## src/common/acbc_params.svh

```systemverilog
// Constants for the accumulator add and bit-clear datapath
`ifndef ACBC_PARAMS_SVH
`define ACBC_PARAMS_SVH
`define ACBC_ADDR_CTRL    12'h000
`define ACBC_ADDR_OPCODE  12'h004
`define ACBC_ADDR_FILEDAT 12'h008
`define ACBC_ADDR_ACC     12'h00c
`define ACBC_ADDR_STATUS  12'h010
`define ACBC_ADDR_RESULT  12'h014
`define ACBC_CTRL_GO_BIT  0
`define ACBC_ST_C_BIT     0
`define ACBC_ST_HALF_BIT  1
`define ACBC_ST_Z_BIT     2
`define ACBC_ST_WE_BIT    3
`define ACBC_ST_DONE_BIT  4
`define ACBC_OP_ADDLIT    5'h1f
`define ACBC_OP_ANDLIT    6'h39
`define ACBC_OP_ADDFILE   6'h07
`define ACBC_OP_ANDFILE   6'h05
`define ACBC_OP_CLRBIT    4'h4
`define ACBC_ACC_RESET    8'h00
`endif

```

## src/common/acbc_pkg.sv

```systemverilog
// Types for the accumulator add and bit-clear datapath
package acbc_pkg;
  typedef enum logic [5:0] {
    ACBC_NONE    = 6'h01,
    ACBC_ADD_LIT = 6'h02,
    ACBC_AND_LIT = 6'h04,
    ACBC_ADD_F   = 6'h08,
    ACBC_AND_F   = 6'h10,
    ACBC_CLR_BIT = 6'h20
  } acbc_op_t;
endpackage

```

## src/core/acbc_alu.sv

```systemverilog
// Combinational ALU core for add, and, bit clear
`timescale 1ns/10ps
`default_nettype none
module acbc_alu
  import acbc_pkg::*;
(
  input  wire acbc_op_t   op,
  input  wire logic [7:0] acc,
  input  wire logic [7:0] lit,
  input  wire logic [7:0] fval,
  input  wire logic [2:0] bsel,
  output logic      [7:0] res,
  output logic            c,
  output logic            half_c,
  output logic            z
);
  logic [8:0] sum;
  logic [4:0] nib;
  logic [7:0] opb;
  always_comb begin
    opb = (op == ACBC_ADD_LIT || op == ACBC_AND_LIT) ? lit : fval;
    sum = {1'b0, acc} + {1'b0, opb};
    nib = {1'b0, acc[3:0]} + {1'b0, opb[3:0]};
    c   = sum[8];
    half_c = nib[4];
    case (op)
      ACBC_ADD_LIT, ACBC_ADD_F: res = sum[7:0];
      ACBC_AND_LIT, ACBC_AND_F: res = acc & opb;
      ACBC_CLR_BIT:             res = fval & ~(8'h01 << bsel);
      default:                  res = acc;
    endcase
    z = (res == 8'h00);
  end
endmodule
`default_nettype wire

```

## src/core/acbc_core.sv

```systemverilog
// Accumulator add/and/bit-clear execute datapath with APB access
`timescale 1ns/10ps
`include "acbc_params.svh"
`default_nettype none
module acbc_core
  import acbc_pkg::*;
(
  input  wire logic        pclk,
  input  wire logic        presetn,
  input  wire logic        psel,
  input  wire logic        penable,
  input  wire logic        pwrite,
  input  wire logic [11:0] paddr,
  input  wire logic [31:0] pwdata,
  output logic      [31:0] prdata,
  output logic             pready,
  output logic             pslverr,
  input  wire logic [13:0] opcode,
  input  wire logic        op_valid,
  input  wire logic [7:0]  file_rdata,
  input  wire logic        file_is_port,
  input  wire logic [7:0]  port_pins,
  output logic      [6:0]  file_addr,
  output logic      [7:0]  file_wdata,
  output logic             file_we,
  output logic      [7:0]  acc_out,
  output logic             carry_flag,
  output logic             digit_carry_flag,
  output logic             zero_flag
);
  logic [13:0] opc_reg, opc_next;
  logic [7:0]  fdat_reg, fdat_next;
  logic [7:0]  acc_reg, acc_next;
  logic        c_reg, c_next;
  logic        half_c_reg, half_c_next;
  logic        z_reg, z_next;
  logic [6:0]  fa_reg, fa_next;
  logic [7:0]  fw_reg, fw_next;
  logic        we_reg, we_next;
  logic        done_reg, done_next;
  logic [31:0] rd_reg, rd_next;
  logic [7:0]  pin_s1_reg, pin_s2_reg;
  acbc_op_t    op;
  logic [13:0] opw;
  logic [7:0]  res;
  logic [7:0]  fsrc;
  logic        ac, ahc, az;
  logic        go, wr, rd, dsel;

  function automatic acbc_op_t decode(input logic [13:0] o);
    if (o[13:9] == `ACBC_OP_ADDLIT)
      decode = ACBC_ADD_LIT;
    else if (o[13:8] == `ACBC_OP_ANDLIT)
      decode = ACBC_AND_LIT;
    else if (o[13:8] == `ACBC_OP_ADDFILE)
      decode = ACBC_ADD_F;
    else if (o[13:8] == `ACBC_OP_ANDFILE)
      decode = ACBC_AND_F;
    else if (o[13:10] == `ACBC_OP_CLRBIT)
      decode = ACBC_CLR_BIT;
    else
      decode = ACBC_NONE;
  endfunction

  // Pins are asynchronous, so synchronise before use
  always_ff @(posedge pclk or negedge presetn) begin
    if (!presetn) begin
      pin_s1_reg <= 8'h00;
      pin_s2_reg <= 8'h00;
    end else begin
      pin_s1_reg <= port_pins;
      pin_s2_reg <= pin_s1_reg;
    end
  end

  assign wr = psel && penable && pwrite;
  // Reads captured in setup, so prdata leaves a flop with no wait state
  assign rd = psel && !penable && !pwrite;
  assign go = (wr && paddr == `ACBC_ADDR_CTRL &&
               pwdata[`ACBC_CTRL_GO_BIT]) || op_valid;
  // Pipeline word wins over the stored word when both ask at once
  assign opw = op_valid ? opcode : opc_reg;
  assign op = decode(opw);
  assign dsel = opw[7];
  // Port reads take pin level, not output latch
  assign fsrc = file_is_port ? pin_s2_reg :
                (op_valid ? file_rdata : fdat_reg);

  acbc_alu u_alu (
    .op     (op),
    .acc    (acc_reg),
    .lit    (opw[7:0]),
    .fval   (fsrc),
    .bsel   (opw[9:7]),
    .res    (res),
    .c      (ac),
    .half_c (ahc),
    .z      (az)
  );

  always_comb begin
    opc_next  = opc_reg;
    fdat_next = fdat_reg;
    acc_next  = acc_reg;
    c_next    = c_reg;
    half_c_next = half_c_reg;
    z_next    = z_reg;
    fa_next   = fa_reg;
    fw_next   = fw_reg;
    we_next   = 1'b0;
    done_next = done_reg;
    if (wr && paddr == `ACBC_ADDR_OPCODE)
      opc_next = pwdata[13:0];
    if (wr && paddr == `ACBC_ADDR_FILEDAT)
      fdat_next = pwdata[7:0];
    if (wr && paddr == `ACBC_ADDR_ACC)
      acc_next = pwdata[7:0];
    if (go) begin
      // Sticky, so software can tell that at least one execute ran
      done_next = 1'b1;
      fa_next   = opw[6:0];
      case (op)
        ACBC_ADD_LIT, ACBC_ADD_F: begin
          c_next  = ac;
          half_c_next = ahc;
          z_next  = az;
        end
        ACBC_AND_LIT, ACBC_AND_F: begin
          z_next = az;
        end
        default: begin
        end
      endcase
      case (op)
        ACBC_ADD_LIT, ACBC_AND_LIT: acc_next = res;
        ACBC_ADD_F, ACBC_AND_F: begin
          if (dsel) begin
            fw_next = res;
            we_next = 1'b1;
          end else begin
            acc_next = res;
          end
        end
        ACBC_CLR_BIT: begin
          fw_next = res;
          we_next = 1'b1;
        end
        default: begin
        end
      endcase
    end
  end

  // An execute in the setup cycle shows up on the next read only
  always_comb begin
    rd_next = rd_reg;
    if (rd) begin
      rd_next = 32'h00000000;
      case (paddr)
        `ACBC_ADDR_OPCODE:  rd_next[13:0] = opc_reg;
        `ACBC_ADDR_FILEDAT: rd_next[7:0] = fdat_reg;
        `ACBC_ADDR_ACC:     rd_next[7:0] = acc_reg;
        `ACBC_ADDR_STATUS: begin
          rd_next[`ACBC_ST_C_BIT]    = c_reg;
          rd_next[`ACBC_ST_HALF_BIT] = half_c_reg;
          rd_next[`ACBC_ST_Z_BIT]    = z_reg;
          rd_next[`ACBC_ST_WE_BIT]   = we_reg;
          rd_next[`ACBC_ST_DONE_BIT] = done_reg;
        end
        `ACBC_ADDR_RESULT:  rd_next[14:0] = {fa_reg, fw_reg};
        default:            rd_next = 32'h00000000;
      endcase
    end
  end

  always_ff @(posedge pclk or negedge presetn) begin
    if (!presetn) begin
      opc_reg  <= 14'h0000;
      fdat_reg <= 8'h00;
      acc_reg  <= `ACBC_ACC_RESET;
      c_reg    <= 1'b0;
      half_c_reg <= 1'b0;
      z_reg    <= 1'b0;
      fa_reg   <= 7'h00;
      fw_reg   <= 8'h00;
      we_reg   <= 1'b0;
      done_reg <= 1'b0;
      rd_reg   <= 32'h00000000;
    end else begin
      opc_reg  <= opc_next;
      fdat_reg <= fdat_next;
      acc_reg  <= acc_next;
      c_reg    <= c_next;
      half_c_reg <= half_c_next;
      z_reg    <= z_next;
      fa_reg   <= fa_next;
      fw_reg   <= fw_next;
      we_reg   <= we_next;
      done_reg <= done_next;
      rd_reg   <= rd_next;
    end
  end

  // Zero-wait slave; read data registered from setup phase address
  assign prdata = rd_reg;
  assign pready = 1'b1;
  assign pslverr = 1'b0;
  assign file_addr = fa_reg;
  assign file_wdata = fw_reg;
  assign file_we = we_reg;
  assign acc_out = acc_reg;
  assign carry_flag = c_reg;
  assign digit_carry_flag = half_c_reg;
  assign zero_flag = z_reg;
endmodule
`default_nettype wire

```

## config.mk

```make
export PLATFORM = sky130hd
export DESIGN_NAME = acbc_core
export DESIGN_NICKNAME = d
export VERILOG_FILES = /design/src/common/acbc_pkg.sv /design/src/core/acbc_alu.sv /design/src/core/acbc_core.sv
export VERILOG_INCLUDE_DIRS = /design/src /design/src/common
export SDC_FILE = /design/constraint.sdc
export NUM_CORES = 1
export LEC_CHECK = 0
export BUFFER_PORTS_ARGS = -buffer_cell sky130_fd_sc_hd__buf_2
export CORE_MARGIN = 2
export CORE_UTILIZATION = 56
export DETAILED_ROUTE_END_ITERATION = 8
export GPL_ROUTABILITY_DRIVEN = 1
export GPL_TIMING_DRIVEN = 1
export PLACE_DENSITY_LB_ADDON = 0.08
export SYNTH_ARGS = -nofsm -noshare
export SYNTH_HDL_FRONTEND = slang
export SYNTH_HIERARCHICAL = 1
export SYNTH_SLANG_ARGS = --single-unit
```

## constraint.sdc

```tcl
create_clock -name pclk -period 14 [get_ports pclk]
set_input_delay 0.7 -clock pclk [delete_from_list [all_inputs] [get_ports pclk]]
set_output_delay 0.7 -clock pclk [all_outputs]
set_load 0.01 [all_outputs]
```

==> flow_summary_export.csv <==
group,metric,value,unit
setup_path,cp-startpoint,"op_valid",
floorplanning,io_pins,142,
setup_path,cp_common_cell,"nand2_1",
grt,grt_pass1_wl,19.64,mm
floorplanning,coreArea,8258,µm²
drt,vias,3794,
yosys,syn_area,4785,µm²
placed_design,port_buffers,104,
cells_and_area,drive_gt1_share,41.90,%
setup_path,r2r-end,"zero_flag$_DFFE_PN0P_",
drt,antenna_left,0,
cts,numCtsBuffers,9,
power_and_ir_drop,p_leak,2.873,nW
grt,grtUsageTotal,28.79,%
floorplanning,fp.dieArea,9300,µm²
power_and_ir_drop,ir_drop,0.00005354,V
sta,setup_slack,7994,ps
setup_path,r2r-start,"opc_reg[9]$_DFFE_PN0P_",
floorplanning,rows,33,
yosys,synth_top_family_by_area,"multiplexers",
cts,ctsHoldBuffers,0,
yosys,synthSimpleGateAreaFrac,12.08,%
floorplanning,start_util,57.94,%
drt,drt_wl_total,12.75,mm
yosys,seq_area_frac_synth,42.36,%
sta,finalSetupViolations,0,
yosys,synthXorXnorAreaFrac,1.621,%
cells_and_area,num-fill-cells,655,
cts,postCtsSetupRepairBufs,0,
cells_and_area,diodes,0,
sta,skew,10.30,ps
yosys,synthAdderAreaFrac,2.510,%
setup_path,crit_end,"zero_flag$_DFFE_PN0P_",
yosys,yosys_register_bits,81,
setup_path,start_kind,"input port",
drt,drt_iter0_markers,184,
yosys,synth-main-ff-cell,"dfrtp_1",
yosys,async_flop_share,100.0,%
run,drv_cap,0,
sta,tightest_slew,1011,ps
setup_path,end_kind,"flip-flop",
setup_path,critPathMaxStageDelay,680,ps
floorplanning,die_h,96.44,µm
setup_path,criticalPathCategory,"in -> reg",
yosys,synth_compound_area_share,13.89,%
yosys,synthTopCellsByCount,"dfrtp_1, mux2_2, nand2_1, o21ai_0, nor2_1",
drt,routedWlPerCell,20.24,µm
setup_path,critPathSlowestCell,"or4b_2",
worst_hold_path,whs_path_depth,0,
setup_path,worstPathRequired,14300,ps
sta,period_share,42.90,%
yosys,ys.warnings.count,6,
setup_path,crit_path_cell_trace,"buf_2 -> mux2i_1 -> and3_1 -> o21ai_0 -> nand2_1 -> nor2_1 -> nor4_1 -> nand2_1 -> mux2_1 -> ha_1 -> fa_1 -> xor2_1 -> a221o_1 -> or4b_2 -> or4_1 -> nor4_2 -> mux2_2",
yosys,yosys.area.top_type,"dfrtp_1",
worst_hold_path,min_from,"pin_s1_reg[0]$_DFF_PN0_",
drt,drc,0,
yosys,synth.avg_cell_area,11.36,µm²
cts,clkTransAtPathRegs,80,ps
setup_path,arrival,6300,ps
drt,dr.pass1.iters,4,
sta,period_needed,6006,ps
yosys,synth_top_area_share,42.36,%
grt,grt_remaining_overflow,0,
status,status,"completed",
yosys,synth_area_leaders,"dfrtp_1, mux2_2, buf_4",
sta,finalHoldViolCount,0,
cts,ctsHtreeMaxLevel,3,
worst_hold_path,holdCritPathClass,"reg -> reg",
cells_and_area,area_growth,15.53,%
yosys,synthMuxAreaShare,22.44,%
grt,grt_pass1_vias,3706,
cts,cts_resized,0,
sta,slew_viol_final,0,
placed_design,dp_hpwl,9.425,mm
sta,relSlewSlack,32.58,%
sta,setup_tns,0,ps
cts,clock-sinks,81,
cts,clk_latency,360,ps
yosys,synth_edf_count,0,
setup_path,r2r_slack,8640,ps
yosys,synthCells,421,
drt,viasPerCell,6.022,
cells_and_area,largest_reg_flops,15,
power_and_ir_drop,power_density,89.78,nW/µm²
grt,antenna_found_initial,0,
cts,root_buffer,"clkbuf_8",
setup_path,cp_max_fo,30,
yosys,synth.most_common_cell,"dfrtp_1",
cells_and_area,nets,610,
floorplanning,fp.dieW,96.44,µm
cts,clock_path_buffers,2,
cells_and_area,fin_util,66.94,%
grt,grt_max_degree,82,
power_and_ir_drop,power,496.3,µW
placed_design,place_congestion,0.8858,
sta,fmax,166.5,MHz
sta,rsz0062_at_grt,"no",
yosys,synth.distinct_cells,70,
setup_path,rr_worst_depth,16,
cts,cts_tree,"done",
placed_design,post-place-ws,7736,ps
-- metrics by stage --
step                      instances  instance area, µm²  hold WS (ps)
after floorplan                 438                4848         331.2
after global placement          614                5300         332.4
after detailed placement        614                5300         334.7
after CTS                       630                5528         356.0
after global routing            630                5528         363.7
final                           630                5528         353.4
-- worst max-delay path: cells and delay by family --
family,cells,cell delay (ps)
xor+xnor,1,190
buf+inv,1,570
simple gates,8,2420
compound gates,2,490
mux,3,1240
fa+ha+maj,2,670
-- layout make-up --
cell class | instances | area (µm²) | area share (%)
Tap cell | 105 | 131.4 | 2.377
Multi-Input combinational cell | 317 | 2585 | 46.76
Inverter | 5 | 18.77 | 0.3395
Timing Repair Buffer | 106 | 538.0 | 9.733
Clock inverter | 6 | 90.09 | 1.630
Clock buffer | 10 | 137.6 | 2.490
Sequential cell | 81 | 2027 | 36.67
-- kinds of logic after synthesis --
logic type | count (synthesis)
buffers and inverters | 40
adder cells (fa/ha/maj) | 9
flip-flops | 81
multiplexers | 94
other | 2
AND/OR/NAND/NOR | 101
AO/OA/AOI/OAI | 86
XOR/XNOR | 8
-- cell usage in the layout, fill, tap and decap left out, drive strengths merged, types with 2 or more instances in the layout --
cell type  instances
a22o               6
clkbuf            10
a221o              7
nor2b              2
a21o               5
o31a               2
nand2             32
ha                 8
and3               6
and2               2
xor2               4
a211oi             3
nor2              22
o21ai             26
a222oi             6
or2                2
a32oi              7
or4                3
a21oi              7
nand2b             2
buf              106
conb              19
or3b               2
bufinv             2
o22ai              2
clkinv             2
nand3              4
a211o              2
mux2i             12
nand3b             3
dfrtp             81
mux2              82
nor4               4
a32o               6
or3                3
nand4              2
inv                6
xnor2              4
nor3               5
nand4b             2
-- per-layer routing --
metal | vias up | track usage (%) | share of wire, %
met1 | 1867 | 38.04 | 43
met3 | 22 | 3.957 | 5.9
met5 | - | 0 | 0
met2 | 152 | 49.48 | 50
li1 | 1753 | - | -
met4 | 0 | 8.568 | 1.7
-- where the power goes --
part / switching [mW] / internal (mW) / leakage [nW]
sequential: 0.00404 / 0.239 / 1.08
clock: 0.0902 / 0.106 / 0.113
combinational: 0.0337 / 0.0230 / 1.68
total: 0.128 / 0.368 / 2.87
-- worst min path at each step --
| stage | endpoint | slack (ps) |
|---|---|---|
| after CTS | pin_s2_reg[6]$_DFF_PN0_ | 360 |
| after global placement | pin_s2_reg[6]$_DFF_PN0_ | 330 |
| after floorplan | pin_s2_reg[0]$_DFF_PN0_ | 330 |
| after global routing | pin_s2_reg[0]$_DFF_PN0_ | 360 |
| final | pin_s2_reg[0]$_DFF_PN0_ | 350 |
| after detailed placement | pin_s2_reg[5]$_DFF_PN0_ | 330 |
Note: power is estimated with default switching activity, not from simulation.
